### config.mk
export PLATFORM = sky130hd
export DESIGN_NAME = asw_sleep_ctrl
export DESIGN_NICKNAME = d
export VERILOG_FILES = /design/src/verilog/asw_pkg.sv /design/src/verilog/asw_step_timer.sv /design/src/verilog/asw_sleep_ctrl.sv
export SDC_FILE = /design/constraint.sdc
export NUM_CORES = 1
export LEC_CHECK = 0
export ABC_AREA = 1
export BUFFER_PORTS_ARGS = -buffer_cell sky130_fd_sc_hd__buf_2
export CAP_MARGIN = 20
export CORE_MARGIN = 1
export CORE_UTILIZATION = 55
export CTS_BUF_LIST = sky130_fd_sc_hd__clkbuf_16
export CTS_CLUSTER_SIZE = 12
export DETAILED_ROUTE_END_ITERATION = 10
export PLACE_DENSITY = 0.73
export SLEW_MARGIN = 20
export SYNTH_ARGS = -nofsm -noshare
export SYNTH_HDL_FRONTEND = slang
export SYNTH_SLANG_ARGS = --single-unit
### constraint.sdc
create_clock -name clk -period 5.05 [get_ports clk]
set_input_delay 0.2525 -clock clk [delete_from_list [all_inputs] [get_ports clk]]
set_output_delay 0.2525 -clock clk [all_outputs]
set_load 0.02 [all_outputs]
### src/verilog/asw_pkg.sv
// Constants shared by the auto-sleep/wake controller and its step timer.
// Assumes a single 100 MHz clock and an 8-bit register port from the serial front end.
package asw_pkg;

	// ----------------------------------------
	// Timing
	// ----------------------------------------
	localparam int CLK_PERIOD_NS = 10;
	localparam int MS_NS = 1000000;
	localparam int MS_CYCLES_DEF = MS_NS / CLK_PERIOD_NS;
	localparam logic [10:0] STEP_MS_FAST = 11'h140;
	localparam logic [10:0] STEP_MS_SLOW = 11'h280;
	localparam logic [2:0] RATE_SLOWEST = 3'h7;

	// ----------------------------------------
	// Register offsets
	// ----------------------------------------
	localparam logic [7:0] OFS_SYSTEM_STATE = 8'h0B;
	localparam logic [7:0] OFS_INACT_COUNT = 8'h29;
	localparam logic [7:0] OFS_CONTROL_ONE = 8'h2A;
	localparam logic [7:0] OFS_CONTROL_TWO = 8'h2B;
	localparam logic [7:0] OFS_WAKE_CONTROL = 8'h2C;
	localparam logic [7:0] OFS_INT_ENABLE = 8'h2D;
	localparam logic [7:0] OFS_MAG_EVENT = 8'h5F;

	// ----------------------------------------
	// Reset values
	// ----------------------------------------
	localparam logic [7:0] RST_INACT_COUNT = 8'h00;
	localparam logic [7:0] RST_CONTROL_ONE = 8'h00;
	localparam logic [7:0] RST_CONTROL_TWO = 8'h00;
	localparam logic [7:0] RST_WAKE_CONTROL = 8'h00;
	localparam logic [7:0] RST_INT_ENABLE = 8'h00;
	localparam logic [7:0] RST_MAG_EVENT = 8'h00;

	// ----------------------------------------
	// Field positions
	// ----------------------------------------
	localparam int C1_ACTIVE = 0;
	localparam int C1_RATE_LO = 3;
	localparam int C1_SLEEP_RATE_LO = 6;
	localparam int C2_SLEEP_EN = 2;
	localparam int WC_FIFO_GATE = 7;
	localparam int WC_TRANS = 6;
	localparam int WC_ORIENT = 5;
	localparam int WC_TAP = 4;
	localparam int WC_FFMT = 3;
	localparam int WC_AVECM = 2;
	localparam int IE_SLEEP = 7;
	localparam int IE_FIFO = 6;
	localparam int IE_TRANS = 5;
	localparam int IE_ORIENT = 4;
	localparam int IE_TAP = 3;
	localparam int IE_FFMT = 2;
	localparam int IE_AVECM = 1;
	localparam int IE_DRDY = 0;
	localparam int ME_MAG_IE = 0;
	localparam int ME_MAG_WAKE = 1;
	localparam int ME_MVECM_IE = 2;
	localparam int ME_MVECM_WAKE = 3;
	localparam int ME_MTHS_IE = 4;
	localparam int ME_MTHS_WAKE = 5;
	localparam int ME_HYBRID = 6;
	localparam int SS_GATE_ERR = 7;

	// ----------------------------------------
	// System state encoding
	// ----------------------------------------
	typedef enum logic [1:0] {
		ASW_STANDBY = 2'b00,
		ASW_WAKE = 2'b01,
		ASW_SLEEP = 2'b10
	} asw_mode_t;

endpackage

### src/verilog/asw_step_timer.sv
// Inactivity step timer: one pulse per step of step_ms milliseconds.
// Assumes restart is a level from the same clock domain.
module asw_step_timer
	import asw_pkg::*;
#(
	parameter int MS_CYCLES = MS_CYCLES_DEF
) (
	input wire logic clk,
	input wire logic rst_b,
	input wire logic restart,
	input wire logic [10:0] step_ms,
	output logic step_pulse
);

	logic [31:0] cyc_q, cyc_d;
	logic [10:0] ms_q, ms_d;
	logic step_d;

	always_comb begin
		cyc_d = cyc_q + 32'h1;
		ms_d = ms_q;
		step_d = 1'b0;
		if (restart) begin
			cyc_d = 32'h0;
			ms_d = 11'h0;
		end else if (cyc_q >= 32'(MS_CYCLES - 1)) begin
			cyc_d = 32'h0;
			if (ms_q + 11'h1 >= step_ms) begin
				ms_d = 11'h0;
				step_d = 1'b1;
			end else begin
				ms_d = ms_q + 11'h1;
			end
		end
	end

	always_ff @(posedge clk or negedge rst_b) begin
		if (!rst_b) begin
			cyc_q <= 32'h0;
			ms_q <= 11'h0;
			step_pulse <= 1'b0;
		end else begin
			cyc_q <= cyc_d;
			ms_q <= ms_d;
			step_pulse <= step_d;
		end
	end

endmodule

### src/verilog/asw_sleep_ctrl.sv
// Auto-sleep/wake controller: inactivity counting, rate switching, sleep interrupt, FIFO gating.
// Assumes event flags, FIFO status and the register port all come from logic on clk.
// What this block does
// - 8-bit inactivity count, reset zero, sets idle time before sleep; needs sleep enable.
// - Step is 320 ms for 800..6.25 Hz, 640 ms at 1.56 Hz.
// - Hybrid mode halves effective rate, so the step length doubles.
// - Enabled return-to-sleep event before limit aborts sleep and clears the counter.
// - No qualifying event within the limit enters sleep at the sleep rate.
// - Enabled wake event with its wake bit set returns to the active rate.
// - Only sources with interrupt enabled take part in sleep and wake decisions.
// - Functions bypassed in sleep are off, re-enabled on wake, except data-ready.
// - Enabled sleep interrupt raised on each sleep/wake transition, cleared by reading 0x0B.
// - FIFO gating on sleep entry keeps contents, sets gate error, blocks FIFO until empty.
// - With gating, sleep interrupt never blocks transitions, only blocks FIFO until emptied.
// - Standby-to-wake and ungated sleep/wake changes flush the FIFO; rate writes alone do not.
// - Sleep interrupt enable bit, when 1, gates the sleep/wake interrupt.
module asw_sleep_ctrl
	import asw_pkg::*;
#(
	parameter int MS_CYCLES = MS_CYCLES_DEF
) (
	input wire logic clk,
	input wire logic rst_b,
	input wire logic reg_wr,
	input wire logic reg_rd,
	input wire logic [7:0] reg_addr,
	input wire logic [7:0] reg_wdata,
	output logic [7:0] reg_rdata,
	input wire logic evt_fifo,
	input wire logic evt_trans,
	input wire logic evt_orient,
	input wire logic evt_tap,
	input wire logic evt_ffmt,
	input wire logic evt_mag,
	input wire logic evt_avecm,
	input wire logic evt_mvecm,
	input wire logic evt_mths,
	input wire logic fifo_empty,
	output logic [2:0] sample_rate,
	output logic [1:0] sys_mode,
	output logic sleep_int,
	output logic fifo_flush,
	output logic fifo_block,
	output logic [9:0] func_enable
);

	// ----------------------------------------
	// State
	// ----------------------------------------
	asw_mode_t mode_q, mode_d;
	logic [7:0] count_q, count_d;
	logic [7:0] ctl1_q, ctl1_d;
	logic [7:0] ctl2_q, ctl2_d;
	logic [7:0] wake_q, wake_d;
	logic [7:0] ien_q, ien_d;
	logic [7:0] mag_q, mag_d;
	logic [7:0] inact_q, inact_d;
	logic int_d, gerr_q, gerr_d, flush_d, block_d, drdy_off_q, drdy_off_d;
	logic [2:0] rate_d;
	logic [7:0] rdata_d;
	logic [9:0] fen_d;
	logic rts_evt, wake_evt, restart, step, counting, rd_state;
	logic [10:0] step_ms;

	function automatic logic [10:0] step_len(input logic [2:0] rate, input logic hybrid);
		logic [10:0] base;
		base = (rate == RATE_SLOWEST) ? STEP_MS_SLOW : STEP_MS_FAST;
		step_len = hybrid ? 11'(base << 1) : base;
	endfunction

	// ----------------------------------------
	// Event qualification
	// ----------------------------------------
	assign rts_evt = (evt_fifo & ien_q[IE_FIFO]) | (evt_trans & ien_q[IE_TRANS])
		| (evt_orient & ien_q[IE_ORIENT]) | (evt_tap & ien_q[IE_TAP]) | (evt_ffmt & ien_q[IE_FFMT])
		| (evt_avecm & ien_q[IE_AVECM]) | (evt_mag & mag_q[ME_MAG_IE])
		| (evt_mvecm & mag_q[ME_MVECM_IE]) | (evt_mths & mag_q[ME_MTHS_IE]);
	assign wake_evt = (evt_trans & ien_q[IE_TRANS] & wake_q[WC_TRANS])
		| (evt_orient & ien_q[IE_ORIENT] & wake_q[WC_ORIENT])
		| (evt_tap & ien_q[IE_TAP] & wake_q[WC_TAP])
		| (evt_ffmt & ien_q[IE_FFMT] & wake_q[WC_FFMT])
		| (evt_avecm & ien_q[IE_AVECM] & wake_q[WC_AVECM])
		| (evt_mag & mag_q[ME_MAG_IE] & mag_q[ME_MAG_WAKE])
		| (evt_mvecm & mag_q[ME_MVECM_IE] & mag_q[ME_MVECM_WAKE])
		| (evt_mths & mag_q[ME_MTHS_IE] & mag_q[ME_MTHS_WAKE]);
	assign counting = (mode_q == ASW_WAKE) && ctl2_q[C2_SLEEP_EN];
	assign restart = !counting || rts_evt;
	assign step_ms = step_len(ctl1_q[C1_RATE_LO +: 3], mag_q[ME_HYBRID]);
	assign rd_state = reg_rd && (reg_addr == OFS_SYSTEM_STATE);

	asw_step_timer #(
		.MS_CYCLES(MS_CYCLES)
	) u_timer (
		.clk(clk),
		.rst_b(rst_b),
		.restart(restart),
		.step_ms(step_ms),
		.step_pulse(step)
	);

	// ----------------------------------------
	// Next-state logic
	// ----------------------------------------
	always_comb begin
		mode_d = mode_q;
		count_d = count_q;
		ctl1_d = ctl1_q;
		ctl2_d = ctl2_q;
		wake_d = wake_q;
		ien_d = ien_q;
		mag_d = mag_q;
		inact_d = inact_q;
		int_d = sleep_int;
		gerr_d = gerr_q;
		block_d = fifo_block;
		drdy_off_d = drdy_off_q;
		flush_d = 1'b0;
		rdata_d = reg_rdata;

		// Register writes
		if (reg_wr) begin
			if (reg_addr == OFS_INACT_COUNT) begin
				count_d = reg_wdata;
			end else if (reg_addr == OFS_CONTROL_ONE) begin
				ctl1_d = reg_wdata;
			end else if (reg_addr == OFS_CONTROL_TWO) begin
				ctl2_d = reg_wdata;
			end else if (reg_addr == OFS_WAKE_CONTROL) begin
				wake_d = reg_wdata;
			end else if (reg_addr == OFS_INT_ENABLE) begin
				ien_d = reg_wdata;
				drdy_off_d = 1'b0;
			end else if (reg_addr == OFS_MAG_EVENT) begin
				mag_d = reg_wdata;
			end
		end

		// Register reads
		if (reg_rd) begin
			if (reg_addr == OFS_SYSTEM_STATE) begin
				rdata_d = {gerr_q, 5'h00, mode_q};
			end else if (reg_addr == OFS_INACT_COUNT) begin
				rdata_d = count_q;
			end else if (reg_addr == OFS_CONTROL_ONE) begin
				rdata_d = ctl1_q;
			end else if (reg_addr == OFS_CONTROL_TWO) begin
				rdata_d = ctl2_q;
			end else if (reg_addr == OFS_WAKE_CONTROL) begin
				rdata_d = wake_q;
			end else if (reg_addr == OFS_INT_ENABLE) begin
				rdata_d = ien_q;
			end else if (reg_addr == OFS_MAG_EVENT) begin
				rdata_d = mag_q;
			end else begin
				rdata_d = 8'h00;
			end
			if (rd_state) begin
				int_d = 1'b0;
			end
		end

		// Inactivity counting
		if (restart) begin
			inact_d = 8'h00;
		end else if (step && inact_q != 8'hFF) begin
			inact_d = inact_q + 8'h01;
		end

		// Mode sequencing
		case (mode_q)
			ASW_STANDBY: begin
				if (ctl1_q[C1_ACTIVE]) begin
					mode_d = ASW_WAKE;
					flush_d = 1'b1;
				end
			end
			ASW_WAKE: begin
				if (!ctl1_q[C1_ACTIVE]) begin
					mode_d = ASW_STANDBY;
				end else if (counting && !rts_evt && inact_q >= count_q) begin
					mode_d = ASW_SLEEP;
					drdy_off_d = 1'b1;
					if (ien_q[IE_SLEEP]) begin
						int_d = 1'b1;
					end
					if (wake_q[WC_FIFO_GATE]) begin
						gerr_d = 1'b1;
						block_d = 1'b1;
					end else begin
						flush_d = 1'b1;
					end
				end
			end
			ASW_SLEEP: begin
				if (!ctl1_q[C1_ACTIVE]) begin
					mode_d = ASW_STANDBY;
				end else if (wake_evt || !ctl2_q[C2_SLEEP_EN]) begin
					mode_d = ASW_WAKE;
					if (ien_q[IE_SLEEP]) begin
						int_d = 1'b1;
					end
					if (wake_q[WC_FIFO_GATE]) begin
						block_d = 1'b1;
					end else begin
						flush_d = 1'b1;
					end
				end
			end
			default: begin
				mode_d = ASW_STANDBY;
			end
		endcase

		// FIFO gate released once the host has drained the buffer
		if (fifo_block && fifo_empty && !block_d) begin
			block_d = 1'b0;
		end else if (fifo_block && fifo_empty && mode_d == mode_q) begin
			block_d = 1'b0;
			gerr_d = 1'b0;
		end

		// Output rate and function enables
		rate_d = (mode_d == ASW_SLEEP) ? {1'b1, ctl1_q[C1_SLEEP_RATE_LO +: 2]} : ctl1_q[C1_RATE_LO +: 3];
		if (mode_d == ASW_SLEEP) begin
			fen_d = {mag_q[ME_MTHS_IE] & mag_q[ME_MTHS_WAKE], mag_q[ME_MVECM_IE] & mag_q[ME_MVECM_WAKE],
				mag_q[ME_MAG_IE] & mag_q[ME_MAG_WAKE], 1'b0, ien_d[IE_TRANS:IE_AVECM] & wake_q[WC_TRANS:WC_AVECM],
				1'b0};
		end else begin
			fen_d = {mag_q[ME_MTHS_IE], mag_q[ME_MVECM_IE], mag_q[ME_MAG_IE], ien_d[IE_FIFO:IE_AVECM],
				ien_d[IE_DRDY] & !drdy_off_d};
		end
	end

	// ----------------------------------------
	// Registers
	// ----------------------------------------
	always_ff @(posedge clk or negedge rst_b) begin
		if (!rst_b) begin
			mode_q <= ASW_STANDBY;
			count_q <= RST_INACT_COUNT;
			ctl1_q <= RST_CONTROL_ONE;
			ctl2_q <= RST_CONTROL_TWO;
			wake_q <= RST_WAKE_CONTROL;
			ien_q <= RST_INT_ENABLE;
			mag_q <= RST_MAG_EVENT;
			inact_q <= 8'h00;
			sleep_int <= 1'b0;
			gerr_q <= 1'b0;
			fifo_block <= 1'b0;
			drdy_off_q <= 1'b0;
			fifo_flush <= 1'b0;
			sample_rate <= 3'h0;
			sys_mode <= 2'h0;
			func_enable <= 10'h000;
			reg_rdata <= 8'h00;
		end else begin
			mode_q <= mode_d;
			count_q <= count_d;
			ctl1_q <= ctl1_d;
			ctl2_q <= ctl2_d;
			wake_q <= wake_d;
			ien_q <= ien_d;
			mag_q <= mag_d;
			inact_q <= inact_d;
			sleep_int <= int_d;
			gerr_q <= gerr_d;
			fifo_block <= block_d;
			drdy_off_q <= drdy_off_d;
			fifo_flush <= flush_d;
			sample_rate <= rate_d;
			sys_mode <= mode_d;
			func_enable <= fen_d;
			reg_rdata <= rdata_d;
		end
	end

endmodule

==> results.md, run 1 <==
* Top_reg_cell synth: dfrtp_1
* Synthesized area at 6440 um^2
* Wire length of the first global-routing pass at about 24 mm
* Initial Util at 0.564
* Post-synth EDFFs at 0
* Rel. slew slack at 0.504
* Mean Syn Cell Area at 8.63 um^2
* Critical-path cell list: ha_1 > nand2_1 > nor2_1 > inv_1 > nor2_2 > nand4_1 > nand3b_1 > xnor2_1 > ha_1 > nand2_1 > nor2_1 > a2111oi_0 > nand2_1 > nor2_2 > nand2_1 > nand2_1
* Via Count at between 5000 and 6000
* Vias per std cell at 5.36
* Yosys top cell area share at 0.497
* Switching part of the total at 0.245
* Post-synth ARST share at 1.00
* Power per cell area at approximately 360 nW/um^2
* Final worst setup slack at 1.82 ns
* Fin crit share at 0.639
* Initial DRC Count at 453
* Static Leak at between 3 and 4 nW
* Die height at 110 um
* Outcome: complete, no violations
* Site row count at 39
* Setup TNS at 0 ns
* DIE AREA at 12200 um^2
* Area Growth Syn to Fin at 16.6%
* CTS root buf: clkbuf_16
* Yosys reg bits at 128
* Gpl congestion at 0.879
* Final hold vios at 0
* DR WL/cell at 15.0 um
* Maximum clock insertion buffer count at 2
* Clk pin slew, worst setup/hold paths at ~0.06 ns
* Initial antenna violation count at 0
* Fin cells at 981
* Die width at 110 um
* RSZ-0062 raised after global routing: false
* Placed inst area at slightly below 7000 um^2
* CTS tree: built
* Power Internal at 2.02 mW
* Fmax at 0.310 GHz
* Synth Instances at 747
* Largest family of logic cells by synthesized area: simple AND/OR/NAND/NOR gates
* Nets at ~880
* Synth Area in Compound Gates at 0.120
* Max H-tree Level at 4
* Register share of total power at 0.413
* CP Data Arrival Time at 3.59 ns
* Logic pwr share at 0.088
* Setup WS pre-CTS at 1.87 ns
* Worst clock skew at 0.00680 ns
* Clock group share of total power at 0.499
* P_sw at 0.654 mW
* Share of layout cells above drive strength 1 at 0.162
* Post-synthesis simple-gate area fraction at 0.251
* Kind of end point of the critical path: flip-flop
* Inst Count DP at 948
* CP Launch Type: flip-flop
* Largest net degree at the start of global routing at 78
* Slew Limit Fails at 0
* Most used cell, CP: nand2_1
* Total GRT Usage at 0.264
* Synthesis warning total at 0
* WP data required at ~5.4 ns
* Post-synthesis sequential area ratio at 0.497
* Count of final setup violators at 0
* Max-capacitance violation count at 0
* Post-DP HPWL at 10.5 mm
* Number of CTS-inserted buffers at 17
* Ant. Diodes at 0
* Largest cells by area after synthesis: dfrtp_1 50%, nand2_1 12%, inv_1 5.0%
* Crit path time final at approximately 3.2 ns
* Placeable core region at ~11000 um^2
* DRC viols at 0
* Vias in the first global route at 5000
* Overall Power at 2.67 mW
* Design area at 7520 um^2
* Synth Area in Adders at 0.0427
* Post-synthesis xor/xnor area fraction at 0.0190
* CP bufs+invs at 1
* CP max FO at 11
* DRT Wirelength at 14.7 mm
* CP top delay family: simple AND/OR/NAND/NOR gates
* Mux cell area share after synthesis at 0
* Crit path largest cell delay at between 0.5 and 0.6 ns
* Dominant cell type by area after synthesis: dfrtp_1
* Max rail drop VDD at 0.312 mV
* Port buffer count at 55
* IO Count at 56
* Min-delay worst type: in -> reg
* 1st-pass router iterations at 7
* Final ANT Viol Nets at 0
* Worst setup path class: reg -> reg
* Fillers at 938
* Slew @ Worst Pin at 0.744 ns
* Global route total overflow at 0
* Clock Sinks at 128
* Crit path max-delay cell type: a2111oi_0
* Synth cell types at 48
* Clk_lat worst skew at roughly 0.43 ns
==> path summary, 6_finish.rpt <==
check	startpoint	end	slack (ns)	depth (start not counted)
worst max-delay path	u_timer.ms_q[0]$_DFFE_PN0P_	u_timer.ms_q[9]$_DFFE_PN0P_	1.82	16
worst min-delay path	reg_rd	reg_rdata[6]$_DFFE_PN0P_	0.09	3
worst max register to register	u_timer.ms_q[0]$_DFFE_PN0P_	u_timer.ms_q[9]$_DFFE_PN0P_	1.82	16
worst min register to register	u_timer.cyc_q[0]$_DFF_PN0_	u_timer.cyc_q[0]$_DFF_PN0_	0.46	1
max in group asynchronous	rst_b	u_timer.cyc_q[29]$_DFF_PN0_	3.47	3
min in group asynchronous	rst_b	fifo_flush$_DFF_PN0_	0.42	2
==> metrics by stage <==
stage	utilization	hold WS (ns)
after global routing	0.658	0.0970
after floorplan	-	-0.0431
final	0.658	0.0889
after global placement	0.601	0.445
after CTS	0.657	0.0313
after detailed placement	0.601	0.462
==> Yosys cell counts (9+ instances only) <==
| cell | number |
|---|---|
| nand2_1 | 206 |
| dfrtp_1 | 128 |
| inv_1 | 86 |
| o21ai_0 | 51 |
| nor2_1 | 44 |
| nand3_1 | 34 |
| a21oi_1 | 27 |
| ha_1 | 22 |
| nor3_1 | 15 |
| o21ai_2 | 12 |
| o21ai_1 | 10 |
| xor2_1 | 10 |
| nand4_1 | 9 |
==> timing repair <==
action,CTS,global route
gates resized for setup,0,0
hold buffers,0,1
hold endpoints to repair,0,76
setup buffers,0,0
==> placed cells by master (no fill, tap or decap), types with 3 or more instances in the layout <==
cell type   netlist  final
a31oi_1           4      4
nand2_1         206    206
a21oi_1          27     27
nor3_2            3      3
ha_1             22     22
and3_1            3      3
o21ai_2          12     12
clkbuf_16         0     17
o21ai_0          51     51
o21a_1            7      7
conb_1            1     15
bufinv_16         0      5
inv_2             6      6
xnor2_1           4      4
nor3b_1           3      3
nand3_1          34     34
nor2_4            6      6
o221ai_1          5      5
nor3_1           15     15
buf_2             5     54
xor2_1           10     10
nand4_1           9      9
nor2_2            6      6
a221oi_1          3      3
nor2_1           44     44
o21ai_1          10     10
inv_1            86     86
nand2_2           4      4
dfrtp_1         128    128
nand2_4           4      4
clkinvlp_4        0      3
==> layout make-up <==
| class | count | area (um^2) | share of cell area |
|---|---|---|---|
| sequential | 128 | 3200 | 0.426 |
| multi-input combinational | 528 | 2840 | 0.378 |
| clock buffer | 17 | 425 | 0.0566 |
| inverter | 93 | 352 | 0.0468 |
| timing repair buffer | 57 | 299 | 0.0398 |
| clock inverter | 15 | 216 | 0.0288 |
| tap | 143 | 179 | 0.0238 |
==> kinds of logic after synthesis <==
logic type      Yosys count
fa+ha+maj                22
compound gates          129
xor+xnor                 14
simple gates            348
flops                   128
other cells               1
buf+inv                 105
==> power groups by stage <==
stage | clock network [mW] | registers (mW) | logic (mW)
2_1_floorplan | 0 | 1.13 | 0.131
3_3_place_gp | 0 | 1.12 | 0.226
3_5_place_dp | 0 | 1.12 | 0.233
4_1_cts | 1.35 | 1.10 | 0.235
5_1_grt | 1.39 | 1.11 | 0.263
6_report | 1.33 | 1.10 | 0.234
==> flip-flops by register name (all words and copies together) (netlist names) <==
name	count
mode_q	2
sleep_int	1
ctl1_q	8
count_q	8
fifo_block	1
drdy_off_q	1
func_enable	10
u_timer.step_pulse	1
inact_q	8
mag_q	8
ctl2_q	8
u_timer.ms_q	11
sample_rate	3
fifo_flush	1
ien_q	8
gerr_q	1
u_timer.cyc_q	32
reg_rdata	8
wake_q	8
==> worst reg2reg max path, stage by stage (launching register included) <==
cell and delay, ns:
dfrtp_1 0.38, ha_1 0.21, nand2_1 0.07, nor2_1 0.09
inv_1 0.06, nor2_2 0.12, nand4_1 0.14, nand3b_1 0.21
xnor2_1 0.15, ha_1 0.33, nand2_1 0.10, nor2_1 0.05
a2111oi_0 0.51, nand2_1 0.14, nor2_2 0.39, nand2_1 0.14
nand2_1 0.08
==> routing by layer <==
metal	share of wire	wire, um	track usage	vias up
met2	0.49	7250	0.438	156
met1	0.43	6270	0.327	2496
met4	0.026	379	0.131	0
met5	0	0	0	-
li1	-	-	-	2581
met3	0.055	810	0.0564	30
Power figures use the tool's default switching activity.
==> run 2: changes to the inputs <==
--- a/config.mk
+++ b/config.mk
@@ -9,11 +9,11 @@
 export BUFFER_PORTS_ARGS = -buffer_cell sky130_fd_sc_hd__buf_2
 export CAP_MARGIN = 20
 export CORE_MARGIN = 1
-export CORE_UTILIZATION = 55
+export CORE_UTILIZATION = 54
 export CTS_BUF_LIST = sky130_fd_sc_hd__clkbuf_16
 export CTS_CLUSTER_SIZE = 12
 export DETAILED_ROUTE_END_ITERATION = 10
-export PLACE_DENSITY = 0.73
+export PLACE_DENSITY = 0.75
 export SLEW_MARGIN = 20
 export SYNTH_ARGS = -nofsm -noshare
 export SYNTH_HDL_FRONTEND = slang
==> constraint.sdc (replaced) <==
create_clock -name clk -period 2.6 [get_ports clk]
set_input_delay 0.13 -clock clk [delete_from_list [all_inputs] [get_ports clk]]
set_output_delay 0.13 -clock clk [all_outputs]
set_load 0.02 [all_outputs]
==> results.md, run 2 (synthesized netlist as in run 1, its figures left out) <==
* Port buffer count at 55 (unchanged)
* CP top delay family: simple AND/OR/NAND/NOR gates
* Worst setup path class: reg -> reg
* Gpl congestion at 0.919 (+4.5%)
* Register share of total power at 0.449 (+0.036)
* Power per cell area at 613 nW/um^2 (+73%)
* Critical-path cell list: buf_4 > nand3_2 > nor3_2 > nand2_1 > nor2_2 > buf_4 > xnor2_1 > inv_1 > ha_1 > a21oi_2 > nor2_4 > a2111oi_4 > nand2_1 > nor2_4 > buf_6 > nand2_2 > nand2_2
* WP data required at 2.96 ns (-2.45 ns)
* CTS tree: built
* CP bufs+invs at 4 (+3)
* DRT Wirelength at 15.4 mm (+4.9%)
* Fmax at 0.362 GHz (+17%)
* Clk pin slew, worst setup/hold paths at 0.05 ns (about the same)
* Static Leak at 3.86 nW (+2.6%)
* Fin util at 0.673 (+0.0151)
* Wire length of the first global-routing pass at 25.9 mm (+8.5%)
* CTS root buf: clkbuf_16
* Share of layout cells above drive strength 1 at 0.205 (+0.0423)
* Design area at 7750 um^2 (+3.2%)
* Final worst setup slack at -0.161 ns (-1.98 ns)
* Reg-to-reg setup timing slack at -0.16 ns (-1.98 ns)
* Total GRT Usage at 0.269 (+0.00522)
* Post-DP HPWL at 10.8 mm (+2.4%)
* Final ANT Viol Nets at 0 (unchanged)
* Logic pwr share at 0.104 (+0.016)
* Commonest non-fill, non-tap cell in the layout: nand2_1
* Switching part of the total at 0.258 (+0.0131)
* Clock group share of total power at 0.447 (-0.052)
* Power Internal at 3.53 mW (+75%)
* Rel. slew slack at 0.599 (+0.0957)
* Failing checks: design-rule violations, negative setup slack
* Max-capacitance violation count at 0 (unchanged)
* RSZ-0062 raised after global routing: true
* Slew Limit Fails at 0 (unchanged)
* Vias in the first global route at 5414 (+8.3%)
* CP Data Arrival Time at 3.12 ns (-0.47 ns)
* Vias per std cell at 5.39 (+0.45%)
* Largest net degree at the start of global routing at 60 (-23%)
* Placeable core region at 11500 um^2 (+0.85%)
* Site row count at 39 (unchanged)
* Slew @ Worst Pin at 0.601 ns (-0.143 ns)
* Commonest non-fill, non-tap cells in the layout: 197 x nand2_1, 128 x dfrtp_1, 86 x inv_1
* Outcome: complete, but fails checks
* Min-delay worst type: in -> reg
* DR WL/cell at 15.3 um (+2.1%)
* Die width at 111 um (+0.90%)
* Fin cells at 1008 (+2.8%)
* Nets at 904 (+3.1%)
* Inst Count DP at 966 (+1.9%)
* Top reg by flops: u_timer.cyc_q
* P_sw at 1.23 mW (+88%)
* Max H-tree Level at 4 (unchanged)
* Crit path time final at 2.76 ns (-0.467 ns)
* Initial antenna violation count at 0 (unchanged)
* DRC viols at 10 (+10)
* Crit path max-delay cell type: dfrtp_1
* Placed inst area at 7010 um^2 (+2.2%)
* Fin crit share at 1.06 (+0.423)
* Clk_lat worst skew at 0.42 ns (about the same)
* Maximum clock insertion buffer count at 2 (unchanged)
* CP Launch Type: flip-flop
* Number of CTS-inserted buffers at 17 (unchanged)
* DIE AREA at 12400 um^2 (+1.8%)
* Initial Util at 0.560 (-0.00478)
* Global route total overflow at 0 (unchanged)
* Area Growth Syn to Fin at 20.3%
* CP max FO at 6 (-5)
* Kind of end point of the critical path: flip-flop
* Worst clock skew at 0.00866 ns (+0.00186 ns)
* Max rail drop VDD at 0.472 mV (+51%)
* 1st-pass router iterations at 8 (+1)
* Biggest regs: u_timer.cyc_q x32, u_timer.ms_q x11, func_enable x10
* Initial DRC Count at 356 (-21%)
* Via Count at 5432 (+3.2%)
* Crit path largest cell delay at 0.36 ns (-0.15 ns)
* Overall Power at 4.75 mW (+78%)
* Die height at 111 um (+0.90%)
* Setup WS pre-CTS at -0.325 ns (-2.19 ns)
* Final hold vios at 0 (unchanged)
* IO Count at 56 (unchanged)
* Ant. Diodes at 0 (unchanged)
* Largest register FFs at 32 (unchanged)
* Clock Sinks at 128 (unchanged)
* Count of final setup violators at 12 (+12)
-- run 2: final timing paths --
kind,to,from,depth (start not counted)
worst min-delay path,count_q[4]$_DFFE_PN0P_,reg_wdata[4],3
max in group asynchronous,u_timer.cyc_q[30]$_DFF_PN0_,rst_b,4
worst max-delay path,u_timer.ms_q[5]$_DFFE_PN0P_,u_timer.ms_q[0]$_DFFE_PN0P_,17
min in group asynchronous,fifo_flush$_DFF_PN0_,rst_b,2
worst max register to register,u_timer.ms_q[5]$_DFFE_PN0P_,u_timer.ms_q[0]$_DFFE_PN0P_,17
worst min register to register,u_timer.cyc_q[0]$_DFF_PN0_,u_timer.cyc_q[0]$_DFF_PN0_,1
-- run 2: tightest hold or removal path, stage by stage --
cell and delay (ns):
buf_2 0.07, inv_1 0.11, o21ai_2 0.15
-- run 2: final cells by class --
class | instances | area [um^2]
Fill cell | 878 | 3760
Inverter | 93 | 352
Clock inverter | 15 | 104
Tap cell | 143 | 179
Clock buffer | 17 | 425
Timing Repair Buffer | 84 | 527
Sequential cell | 128 | 3200
Multi-Input combinational cell | 528 | 2970
-- run 2: timing repair --
| item | 4_1_cts | 5_1_grt |
|---|---|---|
| hold buffers | 3 | 0 |
| hold endpoints to repair | 45 | 0 |
| buffers inserted | 5 | 2 |
| pin swaps | 8 | 14 |
| gates resized for setup | 13 | 15 |
| setup endpoints to repair | 12 | 12 |
-- run 2: per-layer routing --
| metal | wire length, um | vias up | global-route usage |
|---|---|---|---|
| met5 | 0 | - | 0 |
| met4 | 541 | 0 | 0.146 |
| met3 | 841 | 42 | 0.0536 |
| met2 | 7640 | 184 | 0.450 |
| met1 | 6420 | 2568 | 0.328 |
| li1 | - | 2638 | - |
-- run 2: power by group through the flow --
| stage | clock network [mW] | registers [mW] | logic, mW |
|---|---|---|---|
| 2_1_floorplan | 0 | 2.19 | 0.254 |
| 3_5_place_dp | 0 | 2.17 | 0.482 |
| 3_3_place_gp | 0 | 2.16 | 0.470 |
| 6_report | 2.12 | 2.13 | 0.496 |
| 5_1_grt | 2.24 | 2.14 | 0.559 |
| 4_1_cts | 2.15 | 2.13 | 0.492 |
-- run 2: per-stage QoR --
step	hold slack [ns]	setup TNS, ns
2_1_floorplan	-0.166	0
3_3_place_gp	0.174	-1.43
3_5_place_dp	0.168	-3.52
4_1_cts	0.0717	-1.59
5_1_grt	0.105	-4.25
6_report	0.0717	-1.67
==> run 3: changes to the inputs <==
--- a/config.mk
+++ b/config.mk
@@ -5,8 +5,7 @@
 export SDC_FILE = /design/constraint.sdc
 export NUM_CORES = 1
 export LEC_CHECK = 0
-export ABC_AREA = 1
-export BUFFER_PORTS_ARGS = -buffer_cell sky130_fd_sc_hd__buf_2
+export BUFFER_PORTS_ARGS = -buffer_cell sky130_fd_sc_hd__buf_4
 export CAP_MARGIN = 20
 export CORE_MARGIN = 1
 export CORE_UTILIZATION = 54
==> results.md, run 3 <==
* Outcome: complete, but fails checks
* Failing checks: negative setup slack
* Rel. slew slack at 0.406 (-0.194)
* Total GRT Usage at 0.284 (+0.0150)
* Via Count at 4918 (-9.5%)
* Gpl congestion at 0.913 (-0.64%)
* Placed inst area at 7020 um^2 (+0.20%)
* Global route total overflow at 0 (unchanged)
* Area Growth Syn to Fin at 25.6%
* CP Data Arrival Time at 3.10 ns (-0.02 ns)
* DIE AREA at 12000 um^2 (-3.2%)
* DRT Wirelength at 15.5 mm (about the same)
* Fin crit share at 1.07 (+0.0106)
* Top cells by count, synth: 128 x dfrtp_1, 48 x mux2_2, 46 x nand2_1, 46 x nor2_1, 28 x o21ai_0
* Multi-input logic area at 3030 um^2 (+2.2%)
* Ant. Diodes at 0 (unchanged)
* Number of CTS-inserted buffers at 17 (unchanged)
* Design area at 7830 um^2 (+0.98%)
* WP data required at 2.91 ns (-0.05 ns)
* Maximum clock insertion buffer count at 2 (unchanged)
* Site row count at 38 (-2.6%)
* Setup TNS at -1.38 ns (+0.295 ns)
* CTS root buf: clkbuf_16
* Max-capacitance violation count at 0 (unchanged)
* Most frequent cell after synthesis: dfrtp_1
* Max rail drop VDD at 0.447 mV (-5.4%)
* CP Launch Type: flip-flop
* Power per cell area at 629 nW/um^2 (+2.6%)
* Min-delay worst type: in -> reg
* Max H-tree Level at 4 (unchanged)
* Fillers at 793 (-9.7%)
* Final hold slack at 0.0139 ns (-0.0579 ns)
* Initial antenna violation count at 1 (+1)
* Post-synthesis sequential area ratio at 0.514 (+0.0168)
* Initial Util at 0.565 (+0.00557)
* Worst clock skew at 0.00751 ns (-0.00115 ns)
* DR WL/cell at 18.6 um (+22%)
* Final worst setup slack at -0.188 ns (-0.0275 ns)
* Yosys top cell area share at 0.514 (+0.0168)
* Top reg by flops: u_timer.cyc_q
* Synth Instances at 569 (-24%)
* Post-synth EDFFs at 0 (unchanged)
* Fmax at 0.359 GHz (-0.99%)
* Wire length of the first global-routing pass at 25.1 mm (-2.8%)
* Initial DRC Count at 360 (+1.1%)
* CTS tree: built
* Biggest regs: u_timer.cyc_q x32, u_timer.ms_q x11, func_enable x10
* Kind of end point of the critical path: flip-flop
* Clk pin slew, worst setup/hold paths at 0.06 ns (about the same)
* Top_reg_cell synth: dfrtp_1
* IO Count at 56 (unchanged)
* Setup WS pre-CTS at -0.168 ns (+0.157 ns)
* Commonest non-fill, non-tap cell in the layout: dfrtp_1
* Vias in the first global route at 5055 (-6.6%)
* RSZ-0062 raised after global routing: true
* Static Leak at 3.66 nW (-5.3%)
* Port buffer count at 55 (unchanged)
* Worst setup path class: reg -> reg
* Synth cell types at 58 (+21%)
* Yosys reg bits at 128 (unchanged)
* Synthesized area at 6230 um^2 (-3.3%)
* Mean Syn Cell Area at 11.0 um^2 (+27%)
* Die height at 109 um (-1.6%)
* Crit path time final at 2.79 ns (+0.0275 ns)
* Vias per std cell at 5.93 (+10%)
* 1st-pass router iterations at 5 (-3)
* Post-DP HPWL at 10.7 mm (-0.85%)
* Largest net degree at the start of global routing at 57 (-5.0%)
* Placeable core region at 11000 um^2 (-4.2%)
* Met2 GRT Util at 0.472 (+0.0217)
* Grt met3 use at 0.0836 (+0.0300)
* Synthesis warning total at 0 (unchanged)
* Count of final setup violators at 11 (-1)
* Nets at 731 (-19%)
* Commonest non-fill, non-tap cells in the layout: 128 x dfrtp_1, 85 x buf_4, 48 x mux2_2
* Most Crowded Layer GR: met2
* Post-synth ARST share at 1.00 (unchanged)
* Final ANT Viol Nets at 0 (unchanged)
* Clock Sinks at 128 (unchanged)
* Share of layout cells above drive strength 1 at 0.293 (+0.0881)
* CP max FO at 8 (+2)
* Overall Power at 4.92 mW (+3.6%)
* FF/Latch Area at 3200 um^2 (unchanged)
* Largest register FFs at 32 (unchanged)
* M1 GR Usage at 0.356 (+0.0279)
* Dominant cell type by area after synthesis: dfrtp_1
* DRC viols at 0 (-10)
* Slew Limit Fails at 0 (unchanged)
* Die width at 109 um (-1.6%)
* Clk_lat worst skew at 0.42 ns (about the same)
* Final hold vios at 0 (unchanged)
* Largest cells by area after synthesis: dfrtp_1 51%, mux2_2 8.7%, ha_1 4.4%
* Slew @ Worst Pin at 0.882 ns (+0.281 ns)
-- run 3: changes by cell type in the layout (fill, tap and decap cells not counted), moves of 8 or more --
cell | before | now
o21ai_2 | 12 | 1
nand3_1 | 33 | 21
o21ai_0 | 51 | 24
o21a_1 | 7 | 17
nor3_1 | 14 | 4
mux2_2 | 0 | 48
mux2i_1 | 0 | 13
inv_1 | 86 | 24
nand2_1 | 197 | 43
buf_4 | 23 | 85
nand2_2 | 12 | 4
a21oi_1 | 26 | 13
buf_2 | 54 | 0
-- run 3: critical path: stages (launching register included) --
cell and delay, ns:
dfrtp_1 0.38, ha_2 0.19, and3_4 0.19, nand3_4 0.11, nor2_4 0.05, xor2_1 0.14
ha_1 0.32, nand3_2 0.11, a211oi_2 0.20, nand3_1 0.11, a32o_2 0.28, and3b_2 0.29
nor3b_1 0.16, a21o_1 0.15
-- run 3: worst paths after layout --
check	from	to	slack [ns]	cells after the start
max	u_timer.ms_q[1]$_DFFE_PN0P_	u_timer.ms_q[9]$_DFFE_PN0P_	-0.19	13
min	reg_wdata[6]	wake_q[6]$_DFFE_PN0P_	0.01	2
max reg2reg	u_timer.ms_q[1]$_DFFE_PN0P_	u_timer.ms_q[9]$_DFFE_PN0P_	-0.19	13
min reg2reg	reg_rdata[1]$_DFFE_PN0P_	reg_rdata[1]$_DFFE_PN0P_	0.48	1
max in group asynchronous	rst_b	u_timer.cyc_q[17]$_DFF_PN0_	1.53	3
min in group asynchronous	rst_b	u_timer.ms_q[1]$_DFFE_PN0P_	0.27	2
-- run 3: metrics by stage --
step           utilization  cells
6_report             0.710    830
4_1_cts              0.702    827
2_1_floorplan            -    583
3_3_place_gp         0.637    789
3_5_place_dp         0.637    789
5_1_grt              0.710    830
-- run 3: logic make-up after synthesis --
family	synth area share
AOI/OAI and AO/OA	0.120
xor gates and xnor gates	0.0351
adders and majority gates	0.0441
buffers and inverters	0.0293
DFF	0.514
muxes	0.109
other	0.000601
and+or+nand+nor	0.148
-- run 3: cell type report --
type	count	area share
clock buffers	17	0.0543
multi-input cells	413	0.387
flip-flops and latches	128	0.409
clock inverters	13	0.0211
inverters	25	0.0120
well taps	140	0.0224
repair buffers	94	0.0944
-- run 3: timing repair --
action                                  4_1_cts  5_1_grt
resized for setup                            16       14
endpoints found under the setup margin       11       41
gates cloned                                  0        0
hold endpoints to repair                     59        1
hold buffers                                  6        1
pin swaps                                     3        7
buffers inserted                              2        2
-- run 3: power breakdown --
part | internal, mW | leakage, nW | switching (mW)
clock network | 1.50 | 0.289 | 0.891
logic | 0.179 | 1.64 | 0.236
registers | 2.06 | 1.73 | 0.0541
total | 3.74 | 3.66 | 1.18
-- run 3: per-layer routing --
layer	share of wire	wire length (um)	vias up
li1	-	-	2248
met3	0.054	831	32
met1	0.42	6540	2451
met2	0.51	7820	187
met5	0	0	-
met4	0.017	259	0
